**config.mk**
```make
export PLATFORM = sky130hd
export DESIGN_NAME = adts_top
export DESIGN_NICKNAME = d
export VERILOG_FILES = /design/src/design/adts_pkg.sv /design/src/design/adts_trig_if.sv /design/src/design/adts_trig_sel.sv /design/src/design/adts_top.sv
export SDC_FILE = /design/constraint.sdc
export NUM_CORES = 1
export LEC_CHECK = 0
export BUFFER_PORTS_ARGS = -buffer_cell sky130_fd_sc_hd__buf_2
export CAP_MARGIN = 20
export CORE_MARGIN = 2
export CORE_UTILIZATION = 54
export CTS_BUF_LIST = sky130_fd_sc_hd__clkbuf_16
export CTS_CLUSTER_DIAMETER = 150
export DETAILED_ROUTE_END_ITERATION = 10
export PLACE_DENSITY = 0.81
export SETUP_SLACK_MARGIN = 0.4
export SYNTH_ARGS = -nofsm -noshare
export SYNTH_HDL_FRONTEND = slang
export SYNTH_SLANG_ARGS = --single-unit
```
**constraint.sdc**
```tcl
create_clock -name pclk -period 3.9 [get_ports pclk]
set_clock_uncertainty 0.15 [all_clocks]
set_input_delay 0.195 -clock pclk [delete_from_list [all_inputs] [get_ports pclk]]
set_output_delay 0.195 -clock pclk [all_outputs]
set_load 0.05 [all_outputs]
```
**src/design/adts_pkg.sv**
```systemverilog
// constants, register map and types of the conversion trigger select block
package adts_pkg;

	// ****************************************************************
	// register indices, byte address is four times the index
	// ****************************************************************
	localparam logic [9:0] IDX_CTRL2    = 10'h112;
	localparam logic [9:0] IDX_TRIG     = 10'h120;
	localparam logic [9:0] IDX_PIN_SEL  = 10'h121;
	localparam logic [9:0] IDX_CHANNEL  = 10'h122;
	localparam logic [9:0] IDX_RES_HIGH = 10'h123;
	localparam logic [9:0] IDX_RES_LOW  = 10'h124;
	localparam logic [9:0] IDX_ERR_HIGH = 10'h125;
	localparam logic [9:0] IDX_ERR_LOW  = 10'h126;
	localparam logic [9:0] IDX_PREV     = 10'h127;
	localparam logic [9:0] IDX_STATUS   = 10'h128;

	// ****************************************************************
	// second control register fields and reset values
	// ****************************************************************
	localparam int         CTRL2_PRECHARGE_POL_BIT = 7;
	localparam int         CTRL2_INV_PRECHARGE_BIT = 6;
	localparam int         CTRL2_GUARD_POL_BIT     = 5;
	localparam int         CTRL2_DOUBLE_SAMPLE_BIT = 0;
	localparam logic [7:0] CTRL2_MASK              = 8'hE1;
	localparam logic [7:0] CTRL2_RST               = 8'h00;
	localparam logic [4:0] TRIG_RST                = 5'h00;
	localparam logic [2:0] PIN_SEL_RST             = 3'h0;
	localparam logic [5:0] CHANNEL_RST             = 6'h00;
	localparam logic [15:0] RESULT_RST             = 16'h0000;

	// ****************************************************************
	// trigger source codes
	// ****************************************************************
	localparam logic [4:0] CODE_OFF      = 5'h00;
	localparam logic [4:0] CODE_PIN      = 5'h01;
	localparam logic [4:0] CODE_NUM_OSC  = 5'h10;
	localparam logic [4:0] CODE_IOC      = 5'h13;
	localparam logic [4:0] CODE_HW_LAST  = 5'h17;
	localparam logic [4:0] CODE_RD_ERR   = 5'h1C;
	localparam logic [4:0] CODE_RD_RES   = 5'h1D;
	localparam logic [4:0] CODE_WR_CHAN  = 5'h1F;

	// ****************************************************************
	// source widths and types
	// ****************************************************************
	localparam int N_HW  = 21;
	localparam int N_PIN = 8;
	localparam int N_IOC = 8;

	typedef enum logic [1:0] {SEQ_IDLE, SEQ_FIRST, SEQ_SECOND} adts_seq_t;

endpackage

```
**src/design/adts_trig_if.sv**
```systemverilog
// carrier between trigger control and trigger source selection
`timescale 1ns/100ps
interface adts_trig_if;
	logic [4:0] code;
	logic [2:0] pin_sel;
	logic       hw_event;

	modport sel  (input code, input pin_sel, output hw_event);
	modport ctrl (output code, output pin_sel, input hw_event);
endinterface

```
**src/design/adts_trig_sel.sv**
```systemverilog
// trigger source synchroniser, selector and edge detector
`timescale 1ns/100ps
module adts_trig_sel (
	// clock and reset
	input  wire logic                     pclk,
	input  wire logic                     presetn,
	// trigger sources
	input  wire logic [adts_pkg::N_HW-1:0]  hw_src,
	input  wire logic [adts_pkg::N_PIN-1:0] pin_in,
	input  wire logic [adts_pkg::N_IOC-1:0] ioc_flag,
	// selection and event towards control
	adts_trig_if.sel                      tif
);

	// ****************************************************************
	// pin synchroniser
	// ****************************************************************
	logic [adts_pkg::N_PIN-1:0] pin_s1_q;
	logic [adts_pkg::N_PIN-1:0] pin_s2_q;
	logic [adts_pkg::N_PIN-1:0] pin_s3_q;
	logic [adts_pkg::N_PIN-1:0] pin_lvl_q;
	logic [adts_pkg::N_PIN-1:0] pin_agree;
	logic [23:0]                src_all;
	logic                       ioc_or;
	logic                       sel_lvl;
	logic                       sel_q;

	// stages two and three agree, so the level may follow stage three
	assign pin_agree = ~(pin_s2_q ^ pin_s3_q);

	// pins are asynchronous; a change counts once stages two and three agree
	always_ff @(posedge pclk or negedge presetn) begin
		if (!presetn) begin
			pin_s1_q  <= '0;
			pin_s2_q  <= '0;
			pin_s3_q  <= '0;
			pin_lvl_q <= '0;
		end else begin
			pin_s1_q  <= pin_in;
			pin_s2_q  <= pin_s1_q;
			pin_s3_q  <= pin_s2_q;
			// a held level must be able to fall again, or a pin fires only once
			pin_lvl_q <= (pin_s3_q & pin_agree) | (pin_lvl_q & ~pin_agree);
		end
	end

	// ****************************************************************
	// source table, index equals trigger code
	// ****************************************************************
	// internal sources share pclk and need no synchroniser
	assign ioc_or  = |ioc_flag;
	assign src_all = {hw_src[20:17], ioc_or, hw_src[16:0], pin_lvl_q[tif.pin_sel], 1'b0};
	// reserved codes above the table never fire
	assign sel_lvl = (tif.code <= adts_pkg::CODE_HW_LAST) ? src_all[tif.code] : 1'b0;

	// rising edge of the selected source is one event
	always_ff @(posedge pclk or negedge presetn) begin
		if (!presetn) begin
			sel_q <= 1'b0;
		end else begin
			sel_q <= sel_lvl;
		end
	end

	assign tif.hw_event = sel_lvl & ~sel_q;

	// ****************************************************************
	// assertions
	// ****************************************************************
	property p_ioc_or;
		@(posedge pclk) disable iff (!presetn)
		($stable(tif.code) && tif.code == adts_pkg::CODE_IOC && $rose(ioc_or)) |-> tif.hw_event;
	endproperty
	a_ioc_or: assert property (p_ioc_or) else $error("ioc flag rise gave no event");

	property p_osc_src;
		@(posedge pclk) disable iff (!presetn)
		($stable(tif.code) && tif.code == adts_pkg::CODE_NUM_OSC && $rose(hw_src[14]))
			|-> tif.hw_event;
	endproperty
	a_osc_src: assert property (p_osc_src) else $error("oscillator source not mapped");

endmodule

```
**src/design/adts_top.sv**
```systemverilog
// conversion trigger select, second control register and conversion sequencer
`timescale 1ns/100ps
module adts_top (
	// clock and reset
	input  wire logic                       pclk,
	input  wire logic                       presetn,
	// apb slave
	input  wire logic                       psel,
	input  wire logic                       penable,
	input  wire logic                       pwrite,
	input  wire logic [11:0]                paddr,
	input  wire logic [31:0]                pwdata,
	output logic      [31:0]                prdata,
	output logic                            pready,
	output logic                            pslverr,
	// trigger sources
	input  wire logic [adts_pkg::N_HW-1:0]  hw_src,
	input  wire logic [adts_pkg::N_PIN-1:0] pin_in,
	input  wire logic [adts_pkg::N_IOC-1:0] ioc_flag,
	// converter core
	output logic                            conv_start,
	output logic      [5:0]                 conv_channel,
	output logic                            precharge_pol,
	output logic                            guard_pol,
	output logic                            conv_busy,
	input  wire logic                       conv_done,
	input  wire logic [11:0]                conv_data
);

	// ****************************************************************
	// declarations
	// ****************************************************************
	logic [7:0]          ctrl2_q;
	logic [4:0]          trig_code_q;
	logic [2:0]          pin_sel_q;
	logic [5:0]          chan_q;
	logic [15:0]         result_q;
	logic [15:0]         prev_q;
	logic [15:0]         error_q;
	adts_pkg::adts_seq_t state_q;
	logic                seq_double_q;
	logic                conv_start_q;
	logic                precharge_pol_q;
	logic                guard_pol_q;
	logic                busy_q;
	logic [31:0]         prdata_q;
	logic                pready_q;
	logic                pslverr_q;
	logic                acc_done;
	logic                wr_en;
	logic                rd_en;
	logic                hit_ctrl2;
	logic                hit_trig;
	logic                hit_pin;
	logic                hit_chan;
	logic                hit_res_h;
	logic                hit_res_l;
	logic                hit_err_h;
	logic                hit_err_l;
	logic                hit_prev;
	logic                hit_status;
	logic                mapped;
	logic [31:0]         rd_data;
	logic                sw_evt;
	logic                fire;
	logic                inv_second;
	logic [15:0]         data_ext;

	adts_trig_if tif ();

	// ****************************************************************
	// trigger source selection
	// ****************************************************************
	assign tif.code    = trig_code_q;
	assign tif.pin_sel = pin_sel_q;

	adts_trig_sel u_sel (
		.pclk     (pclk),
		.presetn  (presetn),
		.hw_src   (hw_src),
		.pin_in   (pin_in),
		.ioc_flag (ioc_flag),
		.tif      (tif)
	);

	// ****************************************************************
	// apb decode
	// ****************************************************************
	// byte address of a register index, used by every register decode
	function automatic logic hit(input logic [11:0] addr, input logic [9:0] idx);
		return addr == {idx, 2'b00};
	endfunction

	// one wait state keeps prdata and pready straight from flops
	assign acc_done   = psel & penable & pready_q;
	assign wr_en      = acc_done & pwrite;
	assign rd_en      = acc_done & ~pwrite;
	assign hit_ctrl2  = hit(paddr, adts_pkg::IDX_CTRL2);
	assign hit_trig   = hit(paddr, adts_pkg::IDX_TRIG);
	assign hit_pin    = hit(paddr, adts_pkg::IDX_PIN_SEL);
	assign hit_chan   = hit(paddr, adts_pkg::IDX_CHANNEL);
	assign hit_res_h  = hit(paddr, adts_pkg::IDX_RES_HIGH);
	assign hit_res_l  = hit(paddr, adts_pkg::IDX_RES_LOW);
	assign hit_err_h  = hit(paddr, adts_pkg::IDX_ERR_HIGH);
	assign hit_err_l  = hit(paddr, adts_pkg::IDX_ERR_LOW);
	assign hit_prev   = hit(paddr, adts_pkg::IDX_PREV);
	assign hit_status = hit(paddr, adts_pkg::IDX_STATUS);
	assign mapped     = hit_ctrl2 | hit_trig | hit_pin | hit_chan | hit_res_h | hit_res_l
		| hit_err_h | hit_err_l | hit_prev | hit_status;

	// read data selection; unmapped reads return zero
	assign rd_data = hit_ctrl2  ? 32'(ctrl2_q) :
		hit_trig   ? 32'(trig_code_q) :
		hit_pin    ? 32'(pin_sel_q) :
		hit_chan   ? 32'(chan_q) :
		hit_res_h  ? 32'(result_q[15:8]) :
		hit_res_l  ? 32'(result_q[7:0]) :
		hit_err_h  ? 32'(error_q[15:8]) :
		hit_err_l  ? 32'(error_q[7:0]) :
		hit_prev   ? 32'(prev_q) :
		hit_status ? 32'({(state_q == adts_pkg::SEQ_SECOND), busy_q}) :
		32'h0000_0000;

	// answer one cycle into the access phase
	always_ff @(posedge pclk or negedge presetn) begin
		if (!presetn) begin
			pready_q  <= 1'b0;
			prdata_q  <= 32'h0000_0000;
			pslverr_q <= 1'b0;
		end else begin
			pready_q  <= psel & penable & ~pready_q;
			prdata_q  <= rd_data;
			pslverr_q <= psel & penable & ~pready_q & ~mapped;
		end
	end

	// ****************************************************************
	// configuration registers
	// ****************************************************************
	// unimplemented bits 4..1 of the second control register stay zero
	always_ff @(posedge pclk or negedge presetn) begin
		if (!presetn) begin
			ctrl2_q     <= adts_pkg::CTRL2_RST;
			trig_code_q <= adts_pkg::TRIG_RST;
			pin_sel_q   <= adts_pkg::PIN_SEL_RST;
			chan_q      <= adts_pkg::CHANNEL_RST;
		end else begin
			if (wr_en && hit_ctrl2) begin
				ctrl2_q <= pwdata[7:0] & adts_pkg::CTRL2_MASK;
			end
			if (wr_en && hit_trig) begin
				trig_code_q <= pwdata[4:0];
			end
			if (wr_en && hit_pin) begin
				pin_sel_q <= pwdata[2:0];
			end
			if (wr_en && hit_chan) begin
				chan_q <= pwdata[5:0];
			end
		end
	end

	// ****************************************************************
	// trigger qualification
	// ****************************************************************
	// register side effects count only at the completing edge of the access
	assign sw_evt = (wr_en & hit_chan & (trig_code_q == adts_pkg::CODE_WR_CHAN))
		| (rd_en & hit_res_h & (trig_code_q == adts_pkg::CODE_RD_RES))
		| (rd_en & hit_err_h & (trig_code_q == adts_pkg::CODE_RD_ERR));
	// events during a running sequence are dropped, not queued
	assign fire = (state_q == adts_pkg::SEQ_IDLE) & (sw_evt | tif.hw_event);
	assign inv_second = ctrl2_q[adts_pkg::CTRL2_INV_PRECHARGE_BIT];
	assign data_ext   = 16'(conv_data);

	// ****************************************************************
	// conversion sequencer
	// ****************************************************************
	// polarities latch at the first start; the second start reads inversion bit 6 live, so a mid-run write to it counts
	always_ff @(posedge pclk or negedge presetn) begin
		if (!presetn) begin
			state_q         <= adts_pkg::SEQ_IDLE;
			seq_double_q    <= 1'b0;
			conv_start_q    <= 1'b0;
			precharge_pol_q <= 1'b0;
			guard_pol_q     <= 1'b0;
		end else begin
			conv_start_q <= 1'b0;
			case (state_q)
				adts_pkg::SEQ_IDLE: begin
					if (fire) begin
						state_q         <= adts_pkg::SEQ_FIRST;
						conv_start_q    <= 1'b1;
						seq_double_q    <= ctrl2_q[adts_pkg::CTRL2_DOUBLE_SAMPLE_BIT];
						precharge_pol_q <= ctrl2_q[adts_pkg::CTRL2_PRECHARGE_POL_BIT];
						guard_pol_q     <= ctrl2_q[adts_pkg::CTRL2_GUARD_POL_BIT];
					end
				end
				adts_pkg::SEQ_FIRST: begin
					if (conv_done && seq_double_q) begin
						state_q         <= adts_pkg::SEQ_SECOND;
						conv_start_q    <= 1'b1;
						precharge_pol_q <= precharge_pol_q ^ inv_second;
						guard_pol_q     <= guard_pol_q ^ inv_second;
					end else if (conv_done) begin
						state_q <= adts_pkg::SEQ_IDLE;
					end
				end
				adts_pkg::SEQ_SECOND: begin
					if (conv_done) begin
						state_q <= adts_pkg::SEQ_IDLE;
					end
				end
				default: begin
					state_q <= adts_pkg::SEQ_IDLE;
				end
			endcase
		end
	end

	// busy mirrors the sequencer so status and pin agree
	always_ff @(posedge pclk or negedge presetn) begin
		if (!presetn) begin
			busy_q <= 1'b0;
		end else begin
			busy_q <= fire | ((state_q != adts_pkg::SEQ_IDLE) & ~(conv_done
				& ((state_q == adts_pkg::SEQ_SECOND) | ~seq_double_q)));
		end
	end

	// ****************************************************************
	// result, previous and error registers
	// ****************************************************************
	// error is the last result minus the previous one
	always_ff @(posedge pclk or negedge presetn) begin
		if (!presetn) begin
			result_q <= adts_pkg::RESULT_RST;
			prev_q   <= adts_pkg::RESULT_RST;
			error_q  <= adts_pkg::RESULT_RST;
		end else if (conv_done && state_q == adts_pkg::SEQ_FIRST && seq_double_q) begin
			prev_q <= data_ext;
		end else if (conv_done && state_q == adts_pkg::SEQ_FIRST) begin
			prev_q   <= result_q;
			result_q <= data_ext;
			error_q  <= data_ext - result_q;
		end else if (conv_done && state_q == adts_pkg::SEQ_SECOND) begin
			result_q <= data_ext;
			error_q  <= data_ext - prev_q;
		end
	end

	// ****************************************************************
	// outputs
	// ****************************************************************
	assign prdata        = prdata_q;
	assign pready        = pready_q;
	assign pslverr       = pslverr_q;
	assign conv_start    = conv_start_q;
	assign conv_channel  = chan_q;
	assign precharge_pol = precharge_pol_q;
	assign guard_pol     = guard_pol_q;
	assign conv_busy     = busy_q;

	// ****************************************************************
	// assertions
	// ****************************************************************
	property p_wr_chan;
		@(posedge pclk) disable iff (!presetn)
		(wr_en && hit_chan && trig_code_q == adts_pkg::CODE_WR_CHAN
			&& state_q == adts_pkg::SEQ_IDLE) |=> conv_start && conv_busy;
	endproperty
	a_wr_chan: assert property (p_wr_chan) else $error("channel write did not start");

	property p_rd_res;
		@(posedge pclk) disable iff (!presetn)
		(rd_en && hit_res_h && trig_code_q == adts_pkg::CODE_RD_RES
			&& state_q == adts_pkg::SEQ_IDLE) |=> conv_start;
	endproperty
	a_rd_res: assert property (p_rd_res) else $error("result read did not start");

	property p_rd_err;
		@(posedge pclk) disable iff (!presetn)
		(rd_en && hit_err_h && trig_code_q == adts_pkg::CODE_RD_ERR
			&& state_q == adts_pkg::SEQ_IDLE) |=> conv_start;
	endproperty
	a_rd_err: assert property (p_rd_err) else $error("error read did not start");

	property p_off;
		@(posedge pclk) disable iff (!presetn)
		(trig_code_q == adts_pkg::CODE_OFF && state_q == adts_pkg::SEQ_IDLE) |=> !conv_start;
	endproperty
	a_off: assert property (p_off) else $error("start while triggering disabled");

	property p_ctrl2_wr;
		@(posedge pclk) disable iff (!presetn)
		(wr_en && hit_ctrl2) |=> ctrl2_q == ($past(pwdata[7:0]) & adts_pkg::CTRL2_MASK);
	endproperty
	a_ctrl2_wr: assert property (p_ctrl2_wr) else $error("control write not stored");

	property p_double;
		@(posedge pclk) disable iff (!presetn)
		(state_q == adts_pkg::SEQ_FIRST && conv_done && seq_double_q)
			|=> conv_start && prev_q == 16'($past(conv_data)) ##1 !conv_start;
	endproperty
	a_double: assert property (p_double) else $error("double sample sequence wrong");

	property p_invert;
		@(posedge pclk) disable iff (!presetn)
		(state_q == adts_pkg::SEQ_FIRST && conv_done && seq_double_q && inv_second)
			|=> precharge_pol != $past(precharge_pol) && guard_pol != $past(guard_pol);
	endproperty
	a_invert: assert property (p_invert) else $error("second cycle not inverted");

	property p_guard;
		@(posedge pclk) disable iff (!presetn)
		fire |=> guard_pol == $past(ctrl2_q[adts_pkg::CTRL2_GUARD_POL_BIT])
			&& precharge_pol == $past(ctrl2_q[adts_pkg::CTRL2_PRECHARGE_POL_BIT]);
	endproperty
	a_guard: assert property (p_guard) else $error("guard level not taken");

	property p_one_start;
		@(posedge pclk) disable iff (!presetn)
		(conv_start && !seq_double_q) |=> !conv_start throughout (conv_busy [*2]);
	endproperty
	a_one_start: assert property (p_one_start) else $error("extra start in sequence");

endmodule

```
# After elaboration in Yosys (flattened, before gate mapping)
# Index checks and enable logic that the tools add are counted.
[word_totals]
regBits = 124
latch_bits = 0
ram_bits = 0
romBits = 0
out_inout_bits = 44
mem_count = 0
[classes]
n_addsub = 2
mul = 0
n_div = 0
order_cmp = 3
eq_ne = 17
shifts = 0
mux = 34
bitwise = 45
reduce_logical = 17
[ops]
columns = ["operator", "count"]
rows = [
  ["16-bit 2-to-1 mux", 15],
  ["12-bit by 11-bit equality test with 1-bit output, second input constant", 10],
  ["12-bit by 16-bit subtractor with 16-bit output", 2],
  ["1-bit bitwise AND", 16],
  ["8-bit bitwise AND", 2],
  ["8-bit inverter", 2],
  ["5-bit equality test, second input constant", 3],
  ["1-bit OR", 14],
  ["1-bit 2-to-1 mux", 9],
  ["1-bit logical AND", 8],
  ["2-bit 2-to-1 mux", 4],
  ["8-bit OR", 1],
  ["2-bit nonzero test", 4],
  ["8-bit OR reduction", 1],
  ["8-bit bitwise XOR", 1],
  ["1-bit inverter", 7],
  ["5-bit by 6-bit < comparator with 1-bit output, second input constant", 1],
  ["1-bit case mux with 2 select lines", 3],
  ["2-bit case mux with 3 select lines", 1],
  ["1-bit binary-select mux with 5-bit select", 1],
  ["5-bit less-or-equal comparator, second input constant", 1],
  ["3-bit by 4-bit < comparator with 1-bit output, second input constant", 1],
  ["2-bit inequality test, second input constant", 2],
  ["2-bit AND reduction", 2],
  ["other kinds (6)", 7],
]

# Longest topological paths before layout
[depth]
word_depth = 12
depth_mapped = 15
ltp_nobuf = 14

# Cells and area by module
# From an unflattened synthesis, not the netlist that was laid out.
[hier_totals]
cells_unflattened = 523
area_unflattened_um2 = 5729.2
[modules_own_cells]
columns = ["module", "n_inst", "cells_each", "area_per_inst_um2", "seq_area_each_um2"]
rows = [
  ["adts_top", 1, 447, 4481.8, 1976.9],
  ["adts_trig_sel", 1, 76, 1247.4, 825.8],
]

# Worst setup path before layout
# OpenSTA, ideal clock, no wires.
[synth_timing]
kind = "register to register"
startpoint = "reg state_q[0]"
endpoint = "reg error_q[12]"
setup_ps = 65
t_arrival_ps = 3274
t_required_ps = 3685
path_slack_ps = 411
path_stages_with_launch = 15
path_buffers = 1
synth_period_minus_slack_ps = 3489
cell_sequence = "dfrtp_1 > nor2b_1 > nand2_1 > clkbuf_1 > o21ai_0 > ha_1 > inv_1 > fa_1 > a21o_1 > a21oi_1 > o21ai_1 > o41ai_1 > o21ai_1 > nor4_1 > a211o_1"
[synth_between]
elab_chain_len = 5
[synth_lines]
columns = ["element", "line_no", "text"]
rows = [
  ["from (decl)", "adts_top.sv:40", "adts_pkg::adts_seq_t state_q;"],
  ["from (signal assigned)", "adts_top.sv:181", "state_q <= adts_pkg::SEQ_IDLE;"],
  ["from (signal assigned)", "adts_top.sv:191", "state_q <= adts_pkg::SEQ_FIRST;"],
  ["from (signal assigned)", "adts_top.sv:200", "state_q <= adts_pkg::SEQ_SECOND;"],
  ["2-bit by 1-bit equality test with 1-bit output", "adts_top.sv:239, adts_top.sv:241", ""],
  ["1-bit logical AND", "adts_top.sv:239, adts_top.sv:241", ""],
  ["1-bit logical AND", "adts_top.sv:239", "end else if (conv_done && state_q == adts_pkg::SEQ_FIRST && seq_double_q) begin"],
  ["1-bit inverter (no line)", "--", ""],
  ["2-bit AND reduction (no line)", "--", ""],
  ["to (signal assigned)", "adts_top.sv:238", "error_q <= adts_pkg::RESULT_RST;"],
  ["to (signal assigned)", "adts_top.sv:244", "error_q <= data_ext - result_q;"],
  ["to (signal assigned)", "adts_top.sv:247", "error_q <= data_ext - prev_q;"],
  ["to (decl)", "adts_top.sv:39", "logic [15:0] error_q;"],
]
# Several ways; a longest one is shown, not always the timed one.
# A chain may end at the register's enable or synchronous reset.

# Worst setup path in the final report
[layout_timing]
startpoint = "reg state_q[1]"
endpoint = "reg error_q[11]"
# Same word-level chain as after synthesis.

==> impl_table.tex <==
\begin{tabular}{lr}
\hline
Metric & Value \\
\hline
\multicolumn{2}{l}{\textbf{Synth}} \\
Post-synthesis instance total & roughly 510 \\
Distinct cell type count after synthesis & 68 \\
Number of enable-type register cells in the synthesized netlist & 0 \\
Total of flip-flops plus latches after synthesis & $\sim$110 \\
Average cell area after synthesis & around 11 sq um \\
Share of the synthesized area in the top cell type & 0.493 \\
Cell accounting for the most synthesized area & sky130\_fd\_sc\_hd\_\_dfrtp\_1 \\
Sequential cell area fraction in the yosys report & 0.493 \\
Primary flip-flop cell chosen by synthesis mapping & sky130\_fd\_sc\_hd\_\_dfrtp\_1 \\
Count of synthesis-stage warnings from yosys & 0 \\
Post-synth design cell area & 5690 sq um \\
Synth area leaders & sky130\_fd\_sc\_hd\_\_dfrtp\_1, sky130\_fd\_sc\_hd\_\_mux2\_2, sky130\_fd\_sc\_hd\_\_mux2i\_1, sky130\_fd\_sc\_hd\_\_nand2\_1, sky130\_fd\_sc\_hd\_\_o21ai\_0 \\
Fraction of registers with async set/reset & 1.00 \\
\multicolumn{2}{l}{\textbf{Timing}} \\
Slew of the pin with the lowest slew margin & just under 900 ps \\
Final clock period utilization by the worst path & 0.860 \\
Post-layout minimum cycle time & $\sim$3400 ps \\
Final setup slack of the worst path & around 550 ps \\
Number of hold-slack violations in the final timing report & 0 \\
Max Fclk & 0.298 GHz \\
TNS Setup & 0 ps \\
RSZ-0062 raised after global routing & false \\
Post-route worst hold slack & approximately 29 ps \\
Setup-failing EPs final & 0 \\
Total count of max-transition violations in the final report & 0 \\
Slew HR & 0.420 \\
\multicolumn{2}{l}{\textbf{Die}} \\
Area of the die & approximately 11000 sq um \\
Boundary Pins & about 140 \\
Die width & 107 um \\
Floorplan core area & between 10000 and 15000 sq um \\
Starting density of the core & 0.553 \\
Number of core rows & 37 \\
DIE HEIGHT & around 110 um \\
\multicolumn{2}{l}{\textbf{Placement}} \\
Placed insts & roughly 730 \\
Pre-CTS worst setup slack & around 240 ps \\
Detailed placement HPWL & between 9000 and 10000 um \\
Routability-driven placement congestion ratio & just over 0.9 \\
Port buffer count & 98 \\
\multicolumn{2}{l}{\textbf{GRT}} \\
Number of antenna violations at the first check in global routing & 0 \\
Number of global-route vias before repair & approximately 4400 \\
First-pass GRT wire length & roughly 22000 um \\
Tot GR Track Use & 0.247 \\
Remaining global-route overflow & 0 \\
Pin count of the biggest net entering global routing & between 60 and 70 \\
\multicolumn{2}{l}{\textbf{Clock network}} \\
Cts bufs inserted & 9 \\
Clk\_lat worst skew & $\sim$350 ps \\
Clock root buffer master & sky130\_fd\_sc\_hd\_\_clkbuf\_16 \\
TritonCTS sink count & around 110 \\
Clock Pin Slew Worst Setup and Hold Paths & approximately 70 ps \\
Maximum clock insertion buffer count & 2 \\
CTS HTree Levels & 3 \\
Clock tree from TritonCTS & done \\
\multicolumn{2}{l}{\textbf{Route}} \\
WL/cell & 17.4 um \\
Uppermost signal routing layer after detailed routing & met4 \\
Pre-Repair DR Iteration Count & 6 \\
Length of routed met3 wiring & 1040 um \\
Via total after detailed routing & $\sim$4600 \\
Post-route antenna net violation count & 0 \\
\# DRC & 0 \\
Detailed Route WL & 13600 um \\
Iter 0 DRT Violations & 416 \\
Average vias per placed instance & 5.87 \\
Routed length on met2 & approximately 6600 um \\
Met1 wire length & around 5500 um \\
\multicolumn{2}{l}{\textbf{Critical path}} \\
Endpoint class of the critical path & flip-flop \\
Critical path data required time & 3980 ps \\
Arrival time reported for the critical path endpoint & between 3000 and 4000 ps \\
Endpoint of the worst-slack reg-to-reg timing path & error\_q[11] \\
Reg2reg setup slack & 550 ps \\
Sort of element at the start of the critical path & flip-flop \\
Reg2reg start & state\_q[1] \\
Category of the critical setup timing path & reg2reg \\
Worst Path Max Fanout & 9 \\
Cell count of the worst reg-to-reg path & 11 \\
\multicolumn{2}{l}{\textbf{Finish}} \\
Top library cells by usage in the layout, fill and taps aside & sky130\_fd\_sc\_hd\_\_dfrtp\_1, sky130\_fd\_sc\_hd\_\_buf\_2, sky130\_fd\_sc\_hd\_\_nand2\_1 \\
Post-route non-filler standard cell count & around 780 \\
Layout filler cell count & slightly below 800 \\
Commonest non-fill, non-tap cell in the layout & sky130\_fd\_sc\_hd\_\_dfrtp\_1 \\
Number of nets in the final layout & 752 \\
Antenna diode instance count & 0 \\
Area grow syn2layout & 20.5\% \\
Share of layout cells above drive strength 1 & 0.273 \\
\multicolumn{2}{l}{\textbf{Power and ir drop}} \\
Cell leakage power & $\sim$3.2 nW \\
Worst VDD drop & 0.190 mV \\
Power per cell area & 361 nW/um\^{}2 \\
\multicolumn{2}{l}{\textbf{Flow run}} \\
Max-Cap Viols & 0 \\
\multicolumn{2}{l}{\textbf{Worst hold path}} \\
Hold path startpoint & conv\_data[0] \\
Endpoint with the worst hold slack & result\_q[0] \\
Number of cells on the worst hold path & 3 \\
Kind of path behind the tightest hold check & in2reg \\
\multicolumn{2}{l}{\textbf{Status}} \\
Outcome & finished clean \\
\hline
\end{tabular}
synthesized netlist by cell type, types with 9 or more instances:
library cell               count
sky130_fd_sc_hd__a21boi_0     12
sky130_fd_sc_hd__a21oi_1       9
sky130_fd_sc_hd__buf_4        20
sky130_fd_sc_hd__clkbuf_1     12
sky130_fd_sc_hd__dfrtp_1     112
sky130_fd_sc_hd__ha_1         12
sky130_fd_sc_hd__inv_1        14
sky130_fd_sc_hd__mux2_2       28
sky130_fd_sc_hd__mux2i_1      19
sky130_fd_sc_hd__nand2_1      50
sky130_fd_sc_hd__nand3_1       9
sky130_fd_sc_hd__nor2_1       30
sky130_fd_sc_hd__o21ai_0      33
cell families (layout without fill, tap and decap cells):
| family | after synthesis | after routing | share of synthesized area |
|---|---|---|---|
| mux | 57 | 57 | 0.122 |
| fa+ha+maj | 21 | 21 | 0.0440 |
| other cells | 1 | 20 | 0.000660 |
| simple gates | 143 | 143 | 0.128 |
| flops | 112 | 112 | 0.493 |
| buf+inv | 55 | 168 | 0.0572 |
| compound gates | 116 | 116 | 0.143 |
| xor+xnor | 8 | 8 | 0.0123 |
layout make-up:
| class | instances | area (sq um) | area share |
|---|---|---|---|
| clock inverter | 7 | 55.1 | 0.00803 |
| timing repair buffer | 138 | 876 | 0.128 |
| inverter | 14 | 52.6 | 0.00767 |
| multi-input combinational | 365 | 2670 | 0.389 |
| tap | 136 | 170 | 0.0248 |
| sequential | 112 | 2810 | 0.409 |
| clock buffer | 9 | 225 | 0.0329 |
registers in the layout (all words and copies together), names as in the netlist, 2 cells and up, named ones only:
| name | count |
|---|---|
| state_q | 2 |
| ctrl2_q | 4 |
| u_sel.pin_s2_q | 8 |
| result_q | 12 |
| pin_sel_q | 3 |
| conv_channel | 6 |
| u_sel.pin_s1_q | 8 |
| prdata | 12 |
| error_q | 16 |
| prev_q | 12 |
| tif.code | 5 |
| u_sel.pin_s3_q | 8 |
layer usage:
metal | global-route usage | vias to the layer above
met2 | 0.398 | 224
met3 | 0.0444 | 39
li1 | - | 2085
met1 | 0.332 | 2235
met5 | 0 | -
met4 | 0.0983 | 0
power by group:
| part | total, W | switching, W | internal [W] | leakage (nW) |
|---|---|---|---|---|
| Clock | 0.000871 | 0.000429 | 0.000442 | 0.135 |
| Sequential | 0.00126 | 0.0000442 | 0.00122 | 1.46 |
| Combinational | 0.000339 | 0.000199 | 0.000140 | 1.64 |
| Total | 0.00247 | 0.000672 | 0.00180 | 3.24 |
worst max path at each step:
stage / start / cells after the start / slack [ps] / endpoint
3_5_place_dp: state_q[1] / 11 / 240 / error_q[11]
4_1_cts: state_q[0] / 16 / 430 / error_q[10]
2_1_floorplan: state_q[0] / 14 / 410 / error_q[12]
6_report: state_q[1] / 11 / 550 / error_q[11]
3_3_place_gp: state_q[1] / 11 / 390 / error_q[11]
5_1_grt: state_q[0] / 16 / 360 / error_q[10]
critical path, stage by stage (launching register included):
cell	delay [ps]
sky130_fd_sc_hd__dfrtp_2	460
sky130_fd_sc_hd__nor2b_4	140
sky130_fd_sc_hd__and2_1	390
sky130_fd_sc_hd__a21boi_1	190
sky130_fd_sc_hd__ha_1	320
sky130_fd_sc_hd__nor2b_1	150
sky130_fd_sc_hd__o31a_1	290
sky130_fd_sc_hd__o41ai_2	370
sky130_fd_sc_hd__o21ai_1	180
sky130_fd_sc_hd__o41ai_2	350
sky130_fd_sc_hd__xnor2_1	170
sky130_fd_sc_hd__o21ai_1	70
metrics by stage:
step	total power, W	area (sq um)	util
floorplan	0.00148	5760	-
global route	0.00258	6850	0.667
finish	0.00247	6850	0.667
CTS	0.00248	6800	0.662
detailed placement	0.00158	6200	0.603
global placement	0.00157	6200	0.603
timing repair:
| action | CTS | global route |
|---|---|---|
| endpoints found under the hold margin | 149 | 0 |
| pin swaps | 0 | 0 |
| setup buffers | 0 | 3 |
| gates resized for setup | 4 | 8 |
| hold buffers | 30 | 0 |
| setup endpoints to repair | 6 | 7 |
Power figures use the tool's default switching activity.
